<file path="src/hw/cgc_pkg.sv">
// constants, mode codes and register map of the clock generator control block
// assumes an apb master with 32-bit data and one 25 MHz clock
package cgc_pkg;
    localparam int ADDR_W = 8;
    localparam logic [7:0] OFF_CTRL_ONE = 8'h00;
    localparam logic [7:0] OFF_CTRL_TWO = 8'h04;
    localparam logic [7:0] OFF_STATUS = 8'h08;
    // control one field positions
    localparam int C1_HGO = 7;
    localparam int C1_RANGE = 6;
    localparam int C1_EXT_REFERENCE_SELECT = 5;
    localparam int C1_MODE_HI = 4;
    localparam int C1_MODE_LO = 3;
    localparam int C1_STEN = 2;
    localparam int C1_LOSS_DETECT_DISABLE = 1;
    // control two field positions
    localparam int C2_LOCK_LOSS_RESET_ENABLE = 7;
    localparam int C2_MFD_HI = 6;
    localparam int C2_MFD_LO = 4;
    localparam int C2_CLOCK_LOSS_RESET_ENABLE = 3;
    localparam int C2_RFD_HI = 2;
    localparam int C2_RFD_LO = 0;
    // status field positions
    localparam int ST_MODE_HI = 1;
    localparam int ST_MODE_LO = 0;
    localparam int ST_STABLE = 2;
    localparam int ST_REFKIND = 3;
    localparam int ST_LOCK_LOSS = 4;
    localparam int ST_CLK_LOSS = 5;
    localparam int ST_BUSY = 6;
    // modes
    localparam logic [1:0] MODE_SCM = 2'h0;
    localparam logic [1:0] MODE_FEI = 2'h1;
    localparam logic [1:0] MODE_FBE = 2'h2;
    localparam logic [1:0] MODE_FEE = 2'h3;
    // loop factors
    localparam logic [6:0] P_LOW_RANGE = 7'h40;
    localparam logic [6:0] P_HIGH_RANGE = 7'h01;
    localparam logic [6:0] P_INTERNAL = 7'h40;
    localparam logic [4:0] N_BASE = 5'h04;
    localparam logic [7:0] R_BASE = 8'h01;
    // cycles for a mode, factor or divider write to complete
    localparam logic [2:0] SYNC_CYCLES = 3'h4;
    localparam logic [7:0] RESET_CTRL_TWO = 8'h00;
    typedef enum logic [1:0] {
        CGC_IDLE = 2'b00,
        CGC_SYNC = 2'b01,
        CGC_WAIT_REF = 2'b11
    } cgc_mode_st_t;
endpackage : cgc_pkg

</file>
<file path="src/hw/cgc_top.sv">
// clock generator control registers, mode sequencing and loss handling
// assumes apb master on mclk; oscillator status inputs synchronous to mclk
// Behaviour
// - gain, range and reference select take only the first write after reset
// - gain select 0 gives low power, 1 gives high gain oscillator
// - range 0 gives low range with P 64; range 1 high range with P 1
// - range only matters in the two external modes
// - reference select 0 external clock, 1 crystal or resonator
// - mode field 00 self, 01 engaged internal, 10 bypassed ext, 11 engaged ext
// - bypassed external is entered only once the reference is stable
// - entering off mode leaves the mode field untouched
// - mode writes are ignored while a previous mode write is pending
// - first mode write internal locks out external modes until reset
// - oscillator in off mode follows enable, mode and crystal selection; with the off-mode oscillator bit set, mode and crystal selection only
// - off-mode oscillator bit ignored when gain and range are both 1
// - loss detect disable 1 turns off clock loss detection
// - lock loss flag raises interrupt or reset by its reset enable
// - multiplication codes 0 to 7 give N of 4 to 18 in steps of 2
// - multiplication writes ignored while a previous one is pending
// - clock loss raises interrupt or reset by its reset enable
// - divider codes 0 to 7 give R of 1 to 128 in powers of two
// - divider writes ignored while a previous one is pending
// - reference stable flag is 1 only when the reference is good
// - lock loss flag sets on unexpected lock loss, held until cleared
// - reference kind status shows 0 external clock, 1 crystal
//
// Chosen here: the address map and the APB interface to the registers.
`timescale 1ns/1ps
module cgc_top
    import cgc_pkg::*;
(
    input wire logic mclk,
    input wire logic rst,
    input wire logic [cgc_pkg::ADDR_W-1:0] paddr,
    input wire logic psel,
    input wire logic penable,
    input wire logic pwrite,
    input wire logic [31:0] pwdata,
    output logic [31:0] prdata,
    output logic pready,
    output logic pslverr,
    input wire logic ext_ref_ok,
    input wire logic lock_lost,
    input wire logic clock_lost,
    input wire logic off_mode,
    input wire logic enable_in,
    output logic [1:0] active_mode,
    output logic osc_enable,
    output logic osc_high_gain,
    output logic osc_high_range,
    output logic osc_crystal,
    output logic loss_detect_en,
    output logic [6:0] prescale_p,
    output logic [4:0] mult_n,
    output logic [7:0] div_r,
    output logic [11:0] target_mult,
    output logic irq_req,
    output logic reset_req
);
    import cgc_pkg::*;

    typedef struct packed {
        logic high_gain_select;
        logic rng;
        logic ext_reference_select;
        logic once_done;
        logic first_mode_done;
        logic pin_reserved;
        logic sten;
        logic loss_detect_disable;
        logic [1:0] req_mode;
        logic [1:0] act_mode;
        cgc_mode_st_t mode_st;
        logic [2:0] mode_cnt;
        logic lock_loss_reset_enable;
        logic clock_loss_reset_enable;
        logic [2:0] req_mfd;
        logic [2:0] act_mfd;
        logic [2:0] mfd_cnt;
        logic [2:0] req_rfd;
        logic [2:0] act_rfd;
        logic [2:0] rfd_cnt;
        logic ref_stable;
        logic lock_flag;
        logic loss_flag;
        logic pready;
        logic pslverr;
        logic [31:0] prdata;
        logic osc_enable;
        logic osc_high_range;
        logic [6:0] prescale_p;
        logic [4:0] mult_n;
        logic [7:0] div_r;
        logic [11:0] target_mult;
        logic irq_req;
        logic reset_req;
        logic loss_en;
    } cgc_state_t;

    cgc_state_t s;
    cgc_state_t next_s;
    logic acc;
    logic wr_one;
    logic wr_two;
    logic wr_st;
    logic [7:0] rd_one;
    logic [7:0] rd_two;
    logic [7:0] rd_st;
    logic eff_sten;

    always_comb begin
        next_s = s;
        acc = psel && penable && s.pready;
        wr_one = acc && pwrite && (paddr == OFF_CTRL_ONE);
        wr_two = acc && pwrite && (paddr == OFF_CTRL_TWO);
        wr_st = acc && pwrite && (paddr == OFF_STATUS);
        rd_one = {s.high_gain_select, s.rng, s.ext_reference_select, s.req_mode, s.sten, s.loss_detect_disable, 1'b0};
        rd_two = {s.lock_loss_reset_enable, s.req_mfd, s.clock_loss_reset_enable, s.req_rfd};
        rd_st = {1'b0, (s.mode_st != CGC_IDLE) || (s.mfd_cnt != 3'h0) || (s.rfd_cnt != 3'h0),
                 s.loss_flag, s.lock_flag, s.ext_reference_select, s.ref_stable, s.act_mode};
        // apb: one wait cycle, answer registered
        next_s.pready = 1'b0;
        if (psel && penable && !s.pready) begin
            next_s.pready = 1'b1;
            next_s.pslverr = 1'b0;
            case (paddr)
                OFF_CTRL_ONE: next_s.prdata = {24'h000000, rd_one};
                OFF_CTRL_TWO: next_s.prdata = {24'h000000, rd_two};
                OFF_STATUS: next_s.prdata = {24'h000000, rd_st};
                default: begin
                    next_s.prdata = 32'h00000000;
                    next_s.pslverr = 1'b1;
                end
            endcase
        end
        // control one
        if (wr_one) begin
            next_s.sten = pwdata[C1_STEN];
            next_s.loss_detect_disable = pwdata[C1_LOSS_DETECT_DISABLE];
            if (!s.once_done) begin
                next_s.high_gain_select = pwdata[C1_HGO];
                next_s.rng = pwdata[C1_RANGE];
                next_s.ext_reference_select = pwdata[C1_EXT_REFERENCE_SELECT];
                next_s.once_done = 1'b1;
            end
            // off mode does not touch the mode field
            if (s.mode_st == CGC_IDLE) begin
                if (!s.first_mode_done) begin
                    next_s.first_mode_done = 1'b1;
                    next_s.pin_reserved = pwdata[C1_MODE_HI];
                end
                if (!(s.first_mode_done && !s.pin_reserved && pwdata[C1_MODE_HI])) begin
                    next_s.req_mode = pwdata[C1_MODE_HI:C1_MODE_LO];
                    next_s.mode_st = CGC_SYNC;
                    next_s.mode_cnt = SYNC_CYCLES - 3'h1;
                end
            end
        end
        // mode sequencing
        case (s.mode_st)
            CGC_IDLE: begin
            end
            CGC_SYNC: begin
                if (s.mode_cnt != 3'h0) begin
                    next_s.mode_cnt = s.mode_cnt - 3'h1;
                end else if (s.req_mode == MODE_FBE && !s.ref_stable) begin
                    next_s.mode_st = CGC_WAIT_REF;
                end else begin
                    next_s.act_mode = s.req_mode;
                    next_s.mode_st = CGC_IDLE;
                end
            end
            CGC_WAIT_REF: begin
                if (s.ref_stable) begin
                    next_s.act_mode = s.req_mode;
                    next_s.mode_st = CGC_IDLE;
                end
            end
            default: next_s.mode_st = CGC_IDLE;
        endcase
        // control two
        if (wr_two) begin
            next_s.lock_loss_reset_enable = pwdata[C2_LOCK_LOSS_RESET_ENABLE];
            next_s.clock_loss_reset_enable = pwdata[C2_CLOCK_LOSS_RESET_ENABLE];
            if (s.mfd_cnt == 3'h0) begin
                next_s.req_mfd = pwdata[C2_MFD_HI:C2_MFD_LO];
                next_s.mfd_cnt = SYNC_CYCLES;
            end
            if (s.rfd_cnt == 3'h0) begin
                next_s.req_rfd = pwdata[C2_RFD_HI:C2_RFD_LO];
                next_s.rfd_cnt = SYNC_CYCLES;
            end
        end
        if (s.mfd_cnt != 3'h0) begin
            next_s.mfd_cnt = s.mfd_cnt - 3'h1;
            if (s.mfd_cnt == 3'h1) begin
                next_s.act_mfd = s.req_mfd;
            end
        end
        if (s.rfd_cnt != 3'h0) begin
            next_s.rfd_cnt = s.rfd_cnt - 3'h1;
            if (s.rfd_cnt == 3'h1) begin
                next_s.act_rfd = s.req_rfd;
            end
        end
        // status flags, set beats clear
        next_s.ref_stable = ext_ref_ok;
        if (wr_st && pwdata[ST_LOCK_LOSS]) begin
            next_s.lock_flag = 1'b0;
        end
        if (lock_lost) begin
            next_s.lock_flag = 1'b1;
        end
        if (wr_st && pwdata[ST_CLK_LOSS]) begin
            next_s.loss_flag = 1'b0;
        end
        if (clock_lost && !s.loss_detect_disable) begin
            next_s.loss_flag = 1'b1;
        end
        // oscillator and loop outputs
        eff_sten = next_s.sten && !(next_s.high_gain_select && next_s.rng);
        if (!off_mode) begin
            next_s.osc_enable = next_s.pin_reserved && next_s.act_mode[1];
        end else if (eff_sten) begin
            next_s.osc_enable = next_s.req_mode[1] && next_s.ext_reference_select;
        end else begin
            next_s.osc_enable = enable_in && (next_s.req_mode == MODE_FBE) && next_s.ext_reference_select;
        end
        if (next_s.act_mode[1]) begin
            next_s.osc_high_range = next_s.rng;
            next_s.prescale_p = next_s.rng ? P_HIGH_RANGE : P_LOW_RANGE;
        end else begin
            next_s.osc_high_range = 1'b0;
            next_s.prescale_p = P_INTERNAL;
        end
        next_s.mult_n = N_BASE + {1'b0, next_s.act_mfd, 1'b0};
        next_s.div_r = R_BASE << next_s.act_rfd;
        next_s.target_mult = 12'(next_s.prescale_p * next_s.mult_n);
        next_s.irq_req = (next_s.lock_flag && !next_s.lock_loss_reset_enable)
                         || (next_s.loss_flag && !next_s.clock_loss_reset_enable);
        next_s.reset_req = (next_s.lock_flag && next_s.lock_loss_reset_enable)
                           || (next_s.loss_flag && next_s.clock_loss_reset_enable);
        next_s.loss_en = !next_s.loss_detect_disable;
    end

    always_ff @(posedge mclk or posedge rst) begin
        if (rst) begin
            s <= '0;
            s.mode_st <= CGC_IDLE;
            s.lock_loss_reset_enable <= RESET_CTRL_TWO[C2_LOCK_LOSS_RESET_ENABLE];
            s.prescale_p <= P_INTERNAL;
            s.mult_n <= N_BASE;
            s.div_r <= R_BASE;
            s.target_mult <= 12'h100;
            s.loss_en <= 1'b1;
        end else begin
            s <= next_s;
        end
    end

    assign prdata = s.prdata;
    assign pready = s.pready;
    assign pslverr = s.pslverr;
    assign active_mode = s.act_mode;
    assign osc_enable = s.osc_enable;
    assign osc_high_gain = s.high_gain_select;
    assign osc_high_range = s.osc_high_range;
    assign osc_crystal = s.ext_reference_select;
    assign loss_detect_en = s.loss_en;
    assign prescale_p = s.prescale_p;
    assign mult_n = s.mult_n;
    assign div_r = s.div_r;
    assign target_mult = s.target_mult;
    assign irq_req = s.irq_req;
    assign reset_req = s.reset_req;
endmodule : cgc_top

</file>
<file path="config.mk">
export PLATFORM = sky130hd
export DESIGN_NAME = cgc_top
export DESIGN_NICKNAME = d
export VERILOG_FILES = /design/src/hw/cgc_pkg.sv /design/src/hw/cgc_top.sv
export SDC_FILE = /design/constraint.sdc
export NUM_CORES = 1
export LEC_CHECK = 0
export ABC_CLOCK_PERIOD_IN_PS = 2800
export BUFFER_PORTS_ARGS = -buffer_cell sky130_fd_sc_hd__buf_2
export CORE_MARGIN = 3
export CORE_UTILIZATION = 50
export CTS_BUF_LIST = sky130_fd_sc_hd__clkbuf_4 sky130_fd_sc_hd__clkbuf_8 sky130_fd_sc_hd__clkbuf_16
export DETAILED_ROUTE_END_ITERATION = 7
export GPL_TIMING_DRIVEN = 0
export MAX_ROUTING_LAYER = met4
export PLACE_DENSITY_LB_ADDON = 0.25
export SLEW_MARGIN = 20
export SYNTH_ARGS = -nofsm -noshare
export SYNTH_HDL_FRONTEND = slang
export SYNTH_SLANG_ARGS = --single-unit
</file>
<file path="constraint.sdc">
create_clock -name mclk -period 2.8 [get_ports mclk]
set_input_delay 0.14 -clock mclk [delete_from_list [all_inputs] [get_ports mclk]]
set_output_delay 0.14 -clock mclk [all_outputs]
set_load 0.01 [all_outputs]
</file>
# ---- Yosys cells after proc, flatten, opt, wreduce, memory -nomap -nowiden
# Cells that the tools add are included.
dict set report totals {
  register_bits 111
  latch_bits 0
  ramBits 0
  rom_bits 0
  output_inout_bits 75
  mem_count 0
}
dict set report classes {
  addsub 4
  multipliers 1
  n_div 0
  magnitude_cmp 0
  n_eq_ne 11
  shifts 1
  muxes 39
  bitwise_logic 0
  reduce_logical 55
}
# cell count
set op_table {}
lappend op_table {{2-to-1 mux 34 bit} 1}
lappend op_table {{2-to-1 mux 3 bit} 9}
lappend op_table {{case mux 8 bit (3 select lines)} 1}
lappend op_table {{logical AND 1 bit} 23}
lappend op_table {{2-to-1 mux 5 bit} 4}
lappend op_table {{2-to-1 mux 6 bit} 3}
lappend op_table {{multiplier 7 x 5 -> 12 bit} 1}
lappend op_table {{2-to-1 mux 4 bit} 3}
lappend op_table {{nonzero test 2 bit} 6}
lappend op_table {{2-to-1 mux 10 bit} 1}
lappend op_table {{2-to-1 mux 2 bit} 5}
lappend op_table {{AND reduction 2 bit} 5}
lappend op_table {{nonzero test 3 bit} 3}
lappend op_table {{subtractor 3 x 1 -> 3 bit, second input constant} 3}
lappend op_table {{== test 8 x 3 -> 1 bit, second input constant} 1}
lappend op_table {{== test 8 x 4 -> 1 bit, second input constant} 1}
lappend op_table {{logical NOT 1 bit} 8}
lappend op_table {{logical NOT 8 bit} 1}
lappend op_table {{2-to-1 mux 1 bit} 8}
lappend op_table {{2-to-1 mux 8 bit} 1}
lappend op_table {{left shift 1 x 3 -> 8 bit, first input constant} 1}
lappend op_table {{2-to-1 mux 7 bit} 1}
lappend op_table {{== test 2 bit, second input constant} 3}
lappend op_table {{== test 3 x 1 -> 1 bit, second input constant} 2}
lappend op_table {{other kinds (10)} 16}

# ---- Logic depth before layout (Yosys ltp)
# Gate-level depths: netlist of run 1.
dict set report logic_depth {
  depth_word 11
  depth_mapped 7
  mapped_depth_nobuf 7
}

# ---- Least setup slack after synthesis of run 1
# No wires, ideal clock.
dict set report synth_path {
  kind {register to register}
  start {reg s[94] (netlist name)}
  end {reg s, in the netlist osc_enable}
  setup_ps 120
  arrival_time_ps 1695
  setup_slack_ps 985
  stages_incl_launch_ff 8
  n_path_buf 0
  period_less_slack_ps 1815
  cell_sequence {dfrtp_1 > inv_1 > ha_1 > or3b_1 > a21o_1 > o22ai_2 > a211oi_1 > a41o_1}
}
# element line_no
set synth_lines {}
lappend synth_lines {{from (decl)} cgc_top.sv:100} ;# cgc_state_t s;
lappend synth_lines {{from (signal assigned)} cgc_top.sv:257} ;# s <= next_s;

==> results of run 1 <==
==> metal layers <==
layer,track usage,vias to the layer above,wire [um]
met5,-,-,0
met4,0.0842,0,157
met3,0.0433,13,440
met2,0.261,82,3190
met1,0.246,1171,3180
li1,-,1250,-
==> path summary, 6_finish.rpt <==
kind                                       from               endpoint
worst max-delay path            s[94]$_DFF_PP0_   osc_enable$_DFF_PP0_
worst min-delay path                  pwdata[0]  rd_two[0]$_DFFE_PP0P_
worst max register to register  s[94]$_DFF_PP0_   osc_enable$_DFF_PP0_
worst min register to register  s[94]$_DFF_PP0_        s[94]$_DFF_PP0_
max in group asynchronous                   rst     div_r[0]$_DFF_PP1_
min in group asynchronous                   rst      s[84]$_DFFE_PP0P_
==> cell families (layout without fill, tap and decap cells) <==
| family | Yosys count | after routing |
|---|---|---|
| compound gates | 42 | 42 |
| mux | 28 | 28 |
| simple gates | 91 | 91 |
| other cells | 1 | 34 |
| buf+inv | 93 | 179 |
| flops | 75 | 75 |
| fa+ha+maj | 3 | 3 |
==> layout by cell type (no fill, tap or decap), types with 2 or more instances in the layout <==
cell type	netlist	final
sky130_fd_sc_hd__buf_4	66	66
sky130_fd_sc_hd__and2_1	4	4
sky130_fd_sc_hd__mux2_2	12	12
sky130_fd_sc_hd__dfrtp_1	70	70
sky130_fd_sc_hd__bufinv_16	0	2
sky130_fd_sc_hd__clkbuf_8	0	10
sky130_fd_sc_hd__buf_2	1	67
sky130_fd_sc_hd__nand3_1	5	5
sky130_fd_sc_hd__a211oi_1	2	2
sky130_fd_sc_hd__dfstp_2	5	5
sky130_fd_sc_hd__nand2_1	28	28
sky130_fd_sc_hd__and4_1	2	2
sky130_fd_sc_hd__a22oi_1	2	2
sky130_fd_sc_hd__a22o_1	6	6
sky130_fd_sc_hd__nand4_1	2	2
sky130_fd_sc_hd__mux2i_1	15	15
sky130_fd_sc_hd__nor2_1	22	22
sky130_fd_sc_hd__dlygate4sd3_1	0	3
sky130_fd_sc_hd__clkbuf_1	4	4
sky130_fd_sc_hd__o22ai_1	3	3
sky130_fd_sc_hd__nor2b_1	5	5
sky130_fd_sc_hd__o21ai_0	11	11
sky130_fd_sc_hd__nand3b_1	2	2
sky130_fd_sc_hd__ha_1	3	3
sky130_fd_sc_hd__a21oi_1	7	7
sky130_fd_sc_hd__clkbuf_4	0	4
sky130_fd_sc_hd__conb_1	1	34
sky130_fd_sc_hd__inv_1	22	21
sky130_fd_sc_hd__o31ai_1	2	2
sky130_fd_sc_hd__nor3_1	11	11
sky130_fd_sc_hd__a31oi_1	2	2
==> registers in the layout (all words and copies together), names as in the netlist <==
name            cells
rd_st               3
osc_crystal         1
rd_one              5
active_mode         2
rd_two              8
reset_req           1
div_r               8
pready              1
osc_high_gain       1
prdata              8
prescale_p          2
mult_n              3
irq_req             1
loss_detect_en      1
osc_enable          1
pslverr             1
s                  20
target_mult         8
==> area by class of cell <==
cell class | count | share of cell area
Clock buffer | 14 | 0.0379
Tap cell | 96 | 0.0271
Multi-Input combinational cell | 198 | 0.274
Clock inverter | 2 | 0.0136
Timing Repair Buffer | 70 | 0.0859
Sequential cell | 75 | 0.425
Buffer | 71 | 0.116
Inverter | 22 | 0.0192
==> cell usage after synthesis, types with 3 or more instances <==
| cell | instances |
|---|---|
| sky130_fd_sc_hd__dfrtp_1 | 70 |
| sky130_fd_sc_hd__buf_4 | 66 |
| sky130_fd_sc_hd__nand2_1 | 28 |
| sky130_fd_sc_hd__inv_1 | 22 |
| sky130_fd_sc_hd__nor2_1 | 22 |
| sky130_fd_sc_hd__mux2i_1 | 15 |
| sky130_fd_sc_hd__mux2_2 | 12 |
| sky130_fd_sc_hd__nor3_1 | 11 |
| sky130_fd_sc_hd__o21ai_0 | 11 |
| sky130_fd_sc_hd__a21oi_1 | 7 |
| sky130_fd_sc_hd__a22o_1 | 6 |
| sky130_fd_sc_hd__dfstp_2 | 5 |
| sky130_fd_sc_hd__nand3_1 | 5 |
| sky130_fd_sc_hd__nor2b_1 | 5 |
| sky130_fd_sc_hd__and2_1 | 4 |
| sky130_fd_sc_hd__clkbuf_1 | 4 |
| sky130_fd_sc_hd__ha_1 | 3 |
| sky130_fd_sc_hd__o22ai_1 | 3 |
==> stage by stage <==
stage / area, um2 / setup slack, ps / TNS [ps]
finish: 4430 / 826 / 0
global placement: 4150 / -68.1 / -4510
detailed placement: 4170 / 836 / 0
global route: 4430 / 616 / 0
CTS: 4430 / 822 / 0
floorplan: 3700 / 758 / 0
==> what timing repair did <==
| item | CTS | global route |
|---|---|---|
| setup endpoints to repair | 0 | 0 |
| hold endpoints to repair | 35 | 0 |
| hold buffers | 3 | 0 |
| buffers inserted | 0 | 0 |
==> worst register-to-register path, cell delays in order (launching register included) <==
cell and delay, ps:
sky130_fd_sc_hd__dfrtp_1 390, sky130_fd_sc_hd__inv_1 80, sky130_fd_sc_hd__ha_1 180, sky130_fd_sc_hd__or3b_1 380
sky130_fd_sc_hd__a21o_1 220, sky130_fd_sc_hd__o22ai_2 320, sky130_fd_sc_hd__a211oi_1 90, sky130_fd_sc_hd__a41o_1 220
==> power by group <==
| group | total [mW] | switching [mW] | internal, mW |
|---|---|---|---|
| logic | 0.159 | 0.0898 | 0.0692 |
| registers | 1.10 | 0.00570 | 1.09 |
| clock network | 0.937 | 0.370 | 0.567 |
==> flow_summary.json, run 1 <==
{
  "grt_setup_unrepaired": "false",
  "clock_latency_ps": 350,
  "timing.final.crit_share": 0.705,
  "clkSlewWorstSetupHoldPaths_ps": 70,
  "yosysWarnings": 0,
  "cts-buffers-inserted": 9,
  "antenna_cells_inserted": 0,
  "post_synth_edffs": 0,
  "area.growth.synth_to_final_pct": 23.9,
  "ys_seq_elements": 75,
  "globalplace.congestion": 0.888,
  "tritoncts_num_sinks": 75,
  "seqCellArea_um2": 1880,
  "synth_compound_gate_area_share": 0.0806,
  "timing.critical_path.cells": "inv_1 -> ha_1 -> or3b_1 -> a21o_1 -> o22ai_2 -> a211oi_1 -> a41o_1",
  "final_period_minus_worst_setup_slack_ps": 1970,
  "place.port_buffers": 66,
  "post_synth_instance_area_um2": 3570,
  "setup-violations-final": 0,
  "clock-skew-final_ps": 10.3,
  "routed_via_density": 4.59,
  "die_w_um": 90.5,
  "syn-mean-instance-area_um2": 10.7,
  "final_cell_count_no_fill": 548,
  "critical_path.top_delay_family": "compound AO/OA/AOI/OAI gates",
  "floorplan.rows": 30,
  "yosys_most_used_dff": "sky130_fd_sc_hd__dfrtp_1",
  "worst_ir_drop_vdd_mv": 0.297,
  "rr_worst_depth": 7,
  "clock-root-buffer": "sky130_fd_sc_hd__clkbuf_8",
  "total_routing_usage_gr": 0.182,
  "grt_start_max_net_pins": 40,
  "drt_first_iter_violations": 122,
  "multiInputGateArea_um2": 1210,
  "static-leakage-power_nw": 2.49,
  "postRouteAntennaNets": 0,
  "synthMuxAreaShare": 0.0837,
  "design.die.area_um2": 8190,
  "post_detailed_route_drc_marker_count": 0,
  "power_density_nw_per_um2": 495,
  "critical_path_arrival_ps": 2210,
  "detailed_place_hpwl_um": 5290,
  "max_cap_viols": 0,
  "setup.worst_path.end_class": "flip-flop",
  "synth_xor_xnor_area_share": 0,
  "status": "complete, no violations",
  "timing.hold.worst_path_depth": 2,
  "finalCoreUtilization": 0.644,
  "final_hold_fails": 0,
  "reg2reg_setup_slack_ps": 830,
  "totalPowerFinal_mw": 2.19,
  "post_synth_main_area_contributors": "sky130_fd_sc_hd__dfrtp_1 (49%), sky130_fd_sc_hd__buf_4 (14%), sky130_fd_sc_hd__mux2i_1 (4.2%)",
  "ys_async_sr_fraction": 1.00,
  "wl_per_cell_um": 12.7,
  "cp-start-kind": "flip-flop",
  "timing.critical_path.fanout_max": 5,
  "htree_levels": 3,
  "critical_path_required_ps": 3030,
  "initial_utilization": 0.520,
  "grt_pass1_vias": 2390,
  "combinational_family_with_the_most_area_after_synthesis": "buffers and inverters",
  "design.final.nets": 500,
  "crit_type": "reg2reg",
  "critical-path-slowest-cell": "sky130_fd_sc_hd__dfrtp_1",
  "timing.hold.worst.class": "in2reg",
  "fillCellCount": 557,
  "wire_length_of_the_first_global_routing_pass_um": 11500,
  "cp.buffers_inverters": 1,
  "via_count": 2516,
  "ctsLongestPathBuffers": 2,
  "antenna_found_initial": 0,
  "basic_gate_share_of_the_synthesized_area_counting_and_or_nand_and_nor_cells": 0.130,
  "cts_resized": 0,
  "timing_max_transition_violations_final": 0,
  "netlist-cell-type-count": 45,
  "crit_cells": 7,
  "core_area_um2": 6870,
  "post_route_cells_drive_above_1_share": 0.385,
  "synth_largest_type_area_fraction": 0.490,
  "max_freq_mhz": 507,
  "die_span_in_y_um": 90.5,
  "drt_first_pass_iters": 4,
  "leading_area_contributor_after_synthesis": "sky130_fd_sc_hd__dfrtp_1",
  "grt_overflow_total": 0,
  "io_pins": 125,
  "post_synthesis_sequential_area_ratio": 0.527,
  "hold_ws_ps": 18.4,
  "synthesis.instances": 333,
  "cp_slowest_stage_delay_ps": 390,
  "synth_area_in_adders": 0.0105,
  "dp_cells": 529,
  "tritoncts_clock_tree": "built",
  "totalWireLength_um": 6970
}
No activity file was read; power rests on OpenSTA's default activity.
==> run 2, diff against run 1 <==
--- a/config.mk
+++ b/config.mk
@@ -5,7 +5,7 @@
 export SDC_FILE = /design/constraint.sdc
 export NUM_CORES = 1
 export LEC_CHECK = 0
-export ABC_CLOCK_PERIOD_IN_PS = 2800
+export ABC_CLOCK_PERIOD_IN_PS = 2100
 export BUFFER_PORTS_ARGS = -buffer_cell sky130_fd_sc_hd__buf_2
 export CORE_MARGIN = 3
 export CORE_UTILIZATION = 50
==> constraint.sdc (replaced) <==
create_clock -name mclk -period 2.1 [get_ports mclk]
set_input_delay 0.105 -clock mclk [delete_from_list [all_inputs] [get_ports mclk]]
set_output_delay 0.105 -clock mclk [all_outputs]
set_load 0.01 [all_outputs]
==> flow_summary.json, run 2 (synthesized netlist as in run 1, its figures left out) <==
{
  "postRouteAntennaNets": 0,
  "multiInputGateArea_um2": 1220,
  "final.setup.tns_ps": 0,
  "layout.cell_area.non_filler_um2": 4460,
  "timing.hold.worst.class": "in2reg",
  "drt_first_pass_iters": 4,
  "ctsLongestPathBuffers": 2,
  "grt_start_max_net_pins": 40,
  "power_report.internal_total_mw": 2.30,
  "tritoncts_num_sinks": 75,
  "pre_cts_ws_ps": 136,
  "share_comb_of_total_power": 0.074,
  "cp-start-kind": "flip-flop",
  "clkSlewWorstSetupHoldPaths_ps": 80,
  "max_ffs_per_register": 20,
  "setup.worst_path.end_class": "flip-flop",
  "fillCellCount": 555,
  "totalWireLength_um": 7020,
  "seqCellArea_um2": 1880,
  "design.final.nets": 503,
  "status": "complete, no violations",
  "antenna_found_initial": 0,
  "max_freq_mhz": 508,
  "detailed_place_hpwl_um": 5290,
  "die_span_in_y_um": 90.5,
  "clock_latency_ps": 350,
  "htree_levels": 3,
  "die_w_um": 90.5,
  "total_routing_usage_gr": 0.184,
  "grt_pass1_vias": 2405,
  "drt_first_iter_violations": 121,
  "cts-buffers-inserted": 9,
  "timing.critical_path.fanout_max": 4,
  "clock_power_share": 0.428,
  "crit_type": "reg2reg",
  "antenna_cells_inserted": 0,
  "via_count": 2535,
  "power_density_nw_per_um2": 656,
  "sw_frac_of_total": 0.214,
  "place.port_buffers": 66,
  "clock-root-buffer": "sky130_fd_sc_hd__clkbuf_8",
  "seq_power_share": 0.499,
  "most-common-layout-cells": "sky130_fd_sc_hd__dfrtp_1 (70), sky130_fd_sc_hd__buf_2 (67), sky130_fd_sc_hd__buf_4 (67), sky130_fd_sc_hd__conb_1 (34), sky130_fd_sc_hd__nand2_1 (28)",
  "critical_path_required_ps": 2330,
  "setup-violations-final": 0,
  "final_period_minus_worst_setup_slack_ps": 1970,
  "area.growth.synth_to_final_pct": 25.0,
  "initial_utilization": 0.520,
  "tritoncts_clock_tree": "built",
  "finalCoreUtilization": 0.650,
  "wire_length_of_the_first_global_routing_pass_um": 11600,
  "final_hold_fails": 0,
  "clock-skew-final_ps": 9.74,
  "worst_ir_drop_vdd_mv": 0.401,
  "place_area_um2": 4170,
  "globalplace.congestion": 0.888,
  "grt_overflow_total": 0,
  "routed_via_density": 4.60,
  "io_pins": 125,
  "timing.final.ws_setup_ps": 132,
  "registers.top_by_ff_count": "s",
  "design.die.area_um2": 8190,
  "core_area_um2": 6870,
  "floorplan.rows": 30,
  "wl_per_cell_um": 12.7,
  "critical_path_arrival_ps": 2200,
  "switchingPower_uw": 626,
  "post_detailed_route_drc_marker_count": 0,
  "final_common_cell": "sky130_fd_sc_hd__dfrtp_1",
  "max_cap_viols": 0,
  "timing_max_transition_violations_final": 0,
  "timing.final.crit_share": 0.937,
  "post_route_cells_drive_above_1_share": 0.389,
  "static-leakage-power_nw": 2.50
}
[run 2: changes by cell type in the layout (fill, tap and decap cells not counted)]
| cell | change |
|---|---|
| sky130_fd_sc_hd__o21ai_1 | +1 |
| sky130_fd_sc_hd__a211oi_2 | +2 |
| sky130_fd_sc_hd__o21ai_0 | -1 |
| sky130_fd_sc_hd__buf_4 | +1 |
| sky130_fd_sc_hd__a211oi_1 | -2 |
| sky130_fd_sc_hd__dlygate4sd3_1 | +2 |
[run 2: repair_timing]
action / 4_1_cts / 5_1_grt
buffers inserted: 0 / 1
setup endpoints to repair: 0 / 4
hold buffers: 5 / 0
endpoints found under the hold margin: 37 / 0
resized for setup: 0 / 3
[run 2: worst paths after layout]
kind / slack (ps) / startpoint / cells past startpoint / to
setup / recovery: 130 / s[94]$_DFF_PP0_ / 7 / osc_enable$_DFF_PP0_
hold / removal: 8 / pwdata[2] / 2 / rd_two[2]$_DFFE_PP0P_
setup reg to reg: 130 / s[94]$_DFF_PP0_ / 7 / osc_enable$_DFF_PP0_
hold reg to reg: 470 / s[94]$_DFF_PP0_ / 1 / s[94]$_DFF_PP0_
max in group asynchronous: 1140 / rst / 4 / div_r[0]$_DFF_PP1_
min in group asynchronous: 340 / rst / 3 / prescale_p[0]$_DFF_PP0_
[run 2: worst max-delay path, cell delays in order, from the launching register on]
cell and delay, ps:
sky130_fd_sc_hd__dfrtp_1 390, sky130_fd_sc_hd__inv_1 80, sky130_fd_sc_hd__ha_1 180, sky130_fd_sc_hd__or3b_1 390, sky130_fd_sc_hd__a21o_1 220, sky130_fd_sc_hd__o22ai_2 300
sky130_fd_sc_hd__a211oi_2 80, sky130_fd_sc_hd__a41o_1 210
[run 2: area by class of cell]
type	instances	area share
clock inverters	2	0.0135
well taps	96	0.0269
clock buffers	14	0.0376
multi-input cells	198	0.274
flip-flops and latches	75	0.422
repair buffers	73	0.0914
inverters	22	0.0191
plain buffers	71	0.115
[run 2: stage by stage]
| step | hold WS [ps] | instances | power (mW) |
|---|---|---|---|
| after global routing | 2.27 | 551 | 3.03 |
| final | 7.73 | 551 | 2.93 |
| after CTS | 13.4 | 550 | 2.94 |
| after global placement | 215 | 528 | 1.69 |
| after floorplan | 136 | 366 | 1.63 |
| after detailed placement | 159 | 529 | 1.69 |
[run 2: power groups by stage]
| stage | registers [mW] | clock network (mW) | logic, mW |
|---|---|---|---|
| detailed placement | 1.49 | 0 | 0.206 |
| CTS | 1.46 | 1.26 | 0.214 |
| global placement | 1.49 | 0 | 0.198 |
| finish | 1.46 | 1.25 | 0.216 |
| floorplan | 1.49 | 0 | 0.146 |
| global route | 1.46 | 1.33 | 0.243 |
[run 2: per-layer routing]
metal  up-vias  track usage  part of all wire
met4         0       0.0842             0.023
li1       1255            -                 -
met3        13       0.0425             0.060
met1      1182        0.247              0.47
met5         -            -                 0
met2        85        0.265              0.45
==> run 3, diff against run 2 <==
--- a/config.mk
+++ b/config.mk
@@ -7,13 +7,15 @@
 export LEC_CHECK = 0
 export ABC_CLOCK_PERIOD_IN_PS = 2100
 export BUFFER_PORTS_ARGS = -buffer_cell sky130_fd_sc_hd__buf_2
+export CELL_PAD_IN_SITES_DETAIL_PLACEMENT = 0
+export CELL_PAD_IN_SITES_GLOBAL_PLACEMENT = 1
 export CORE_MARGIN = 3
-export CORE_UTILIZATION = 50
+export CORE_UTILIZATION = 38
 export CTS_BUF_LIST = sky130_fd_sc_hd__clkbuf_4 sky130_fd_sc_hd__clkbuf_8 sky130_fd_sc_hd__clkbuf_16
 export DETAILED_ROUTE_END_ITERATION = 7
 export GPL_TIMING_DRIVEN = 0
 export MAX_ROUTING_LAYER = met4
-export PLACE_DENSITY_LB_ADDON = 0.25
+export PLACE_DENSITY = 0.86
 export SLEW_MARGIN = 20
 export SYNTH_ARGS = -nofsm -noshare
 export SYNTH_HDL_FRONTEND = slang
==> flow_summary.json, run 3 (synthesized netlist as in run 1, its figures left out) <==
{
  "grt_overflow_total": 0,
  "maxUsedRoutingLayer": "met4",
  "cp_slowest_stage_delay_ps": 400,
  "layout.cell_area.non_filler_um2": 4430,
  "grt_pass1_vias": 2452,
  "most-common-layout-cells": "sky130_fd_sc_hd__dfrtp_1 (70), sky130_fd_sc_hd__buf_2 (67), sky130_fd_sc_hd__buf_4 (66), sky130_fd_sc_hd__conb_1 (34), sky130_fd_sc_hd__nand2_1 (28)",
  "via_count": 2514,
  "totalPowerFinal_mw": 2.67,
  "tritoncts_num_sinks": 75,
  "timing.critical_path.cells": "inv_1 -> ha_1 -> or3b_1 -> a21o_1 -> o22ai_4 -> a211oi_1 -> a41o_1",
  "io_pins": 125,
  "wl_met2_um": 3590,
  "critical-path-slowest-cell": "sky130_fd_sc_hd__dfrtp_1",
  "status": "complete, no violations",
  "worstHoldStart": "clock_lost",
  "worst-slew-pin-transition_ps": 465,
  "clock-skew-final_ps": 8.14,
  "cts-buffers-inserted": 9,
  "timing.final.crit_share": 0.934,
  "hold_ws_ps": 38.6,
  "globalplace.congestion": 0.816,
  "wl_per_cell_um": 13.0,
  "setup-violations-final": 0,
  "tritoncts_clock_tree": "built",
  "met3WireLength_um": 372,
  "design.final.nets": 502,
  "critical_path_required_ps": 2340,
  "timing.hold.worst.class": "in2reg",
  "grt_start_max_net_pins": 49,
  "design.die.area_um2": 10600,
  "initial_utilization": 0.400,
  "setup.worst_path.end_class": "flip-flop",
  "drt_first_iter_violations": 84,
  "final_common_cell": "sky130_fd_sc_hd__dfrtp_1",
  "min_to": "rd_st[5]$_DFF_PP0_",
  "die_w_um": 103,
  "max_freq_mhz": 510,
  "cp.buffers_inverters": 1,
  "clkSlewWorstSetupHoldPaths_ps": 80,
  "met1_length_um": 3220,
  "postRouteAntennaNets": 0,
  "antenna_cells_inserted": 0,
  "final_period_minus_worst_setup_slack_ps": 1960,
  "crit_type": "reg2reg",
  "floorplan.rows": 34,
  "routed_via_density": 4.47,
  "total_routing_usage_gr": 0.149,
  "drt_first_pass_iters": 4,
  "post_detailed_route_drc_marker_count": 0,
  "registers.top_by_ff_count": "s",
  "critical_path_arrival_ps": 2200,
  "timing.hold.worst_path_depth": 3,
  "ctsLongestPathBuffers": 2,
  "antenna_found_initial": 0,
  "static-leakage-power_nw": 2.48,
  "area.growth.synth_to_final_pct": 24.1,
  "maxSlewHeadroom": 0.681,
  "wire_length_of_the_first_global_routing_pass_um": 11800,
  "final_hold_fails": 0,
  "clock_latency_ps": 340,
  "cts.repair_timing.setup_buffer_count": 0,
  "reg2reg_setup_slack_ps": 140,
  "core_area_um2": 8930,
  "regToRegStartpoint": "s[94]$_DFF_PP0_",
  "worst_ir_drop_vdd_mv": 0.243,
  "max_cap_viols": 0,
  "totalWireLength_um": 7280,
  "place.port_buffers": 66,
  "cp-start-kind": "flip-flop",
  "power_density_nw_per_um2": 603,
  "critical_path.top_delay_family": "compound AO/OA/AOI/OAI gates",
  "clock-root-buffer": "sky130_fd_sc_hd__clkbuf_8",
  "max_ffs_per_register": 20,
  "regToRegEndpoint": "osc_enable$_DFF_PP0_",
  "place_area_um2": 4190,
  "die_span_in_y_um": 103,
  "rr_worst_depth": 7,
  "post_route_cells_drive_above_1_share": 0.385,
  "detailed_place_hpwl_um": 5690,
  "htree_levels": 3,
  "timing.critical_path.fanout_max": 5,
  "timing_max_transition_violations_final": 0
}
-- run 3: worst max-delay path by stage --
stage	start	end	slack [ps]	depth (start not counted)
floorplan	rst	active_mode[0]$_DFFE_PP0P_	90	1
global placement	rst	div_r[2]$_DFF_PP0_	-770	2
detailed placement	s[94]$_DFF_PP0_	osc_enable$_DFF_PP0_	100	7
CTS	s[94]$_DFF_PP0_	osc_enable$_DFF_PP0_	90	7
global route	s[94]$_DFF_PP0_	target_mult[3]$_DFF_PP0_	-9	7
finish	s[94]$_DFF_PP0_	osc_enable$_DFF_PP0_	140	7
-- run 3: report_power, final --
group / internal, mW / leakage [nW] / switching, mW
Sequential: 1.45 / 0.991 / 0.00763
Combinational: 0.0967 / 1.40 / 0.123
Clock: 0.461 / 0.0924 / 0.530
-- run 3: layout make-up --
cell class / count / area, um2
Clock inverter: 6 / 40.0
Sequential cell: 75 / 1880
Timing Repair Buffer: 72 / 408
Inverter: 22 / 85.1
Buffer: 71 / 515
Fill cell: 832 / 4500
Multi-Input combinational cell: 198 / 1230
Tap cell: 108 / 135
Clock buffer: 10 / 138
-- run 3: per-layer routing --
layer / global-route usage / up-vias
met5: - / -
met4: 0.0478 / 0
met3: 0.0372 / 7
met2: 0.234 / 68
met1: 0.191 / 1182
li1: - / 1257
-- run 3: through the flow --
stage,worst slack [ps],setup TNS (ps),std cells,utilization
global placement,-769,-53870,540,0.466
CTS,85.9,0,562,0.495
detailed placement,103,0,541,0.469
global route,-8.83,-11.5,562,0.496
finish,138,0,562,0.496
floorplan,93.3,0,366,-
-- run 3: tightest hold or removal path: stages --
cell	delay, ps
sky130_fd_sc_hd__buf_2	80
sky130_fd_sc_hd__a22oi_1	80
sky130_fd_sc_hd__inv_1	70
-- run 3: what timing repair did --
item                       in CTS  in global routing
hold endpoints to repair       28                  0
hold buffers                    5                  0
gates resized for setup         0                  3
setup endpoints to repair       0                  2
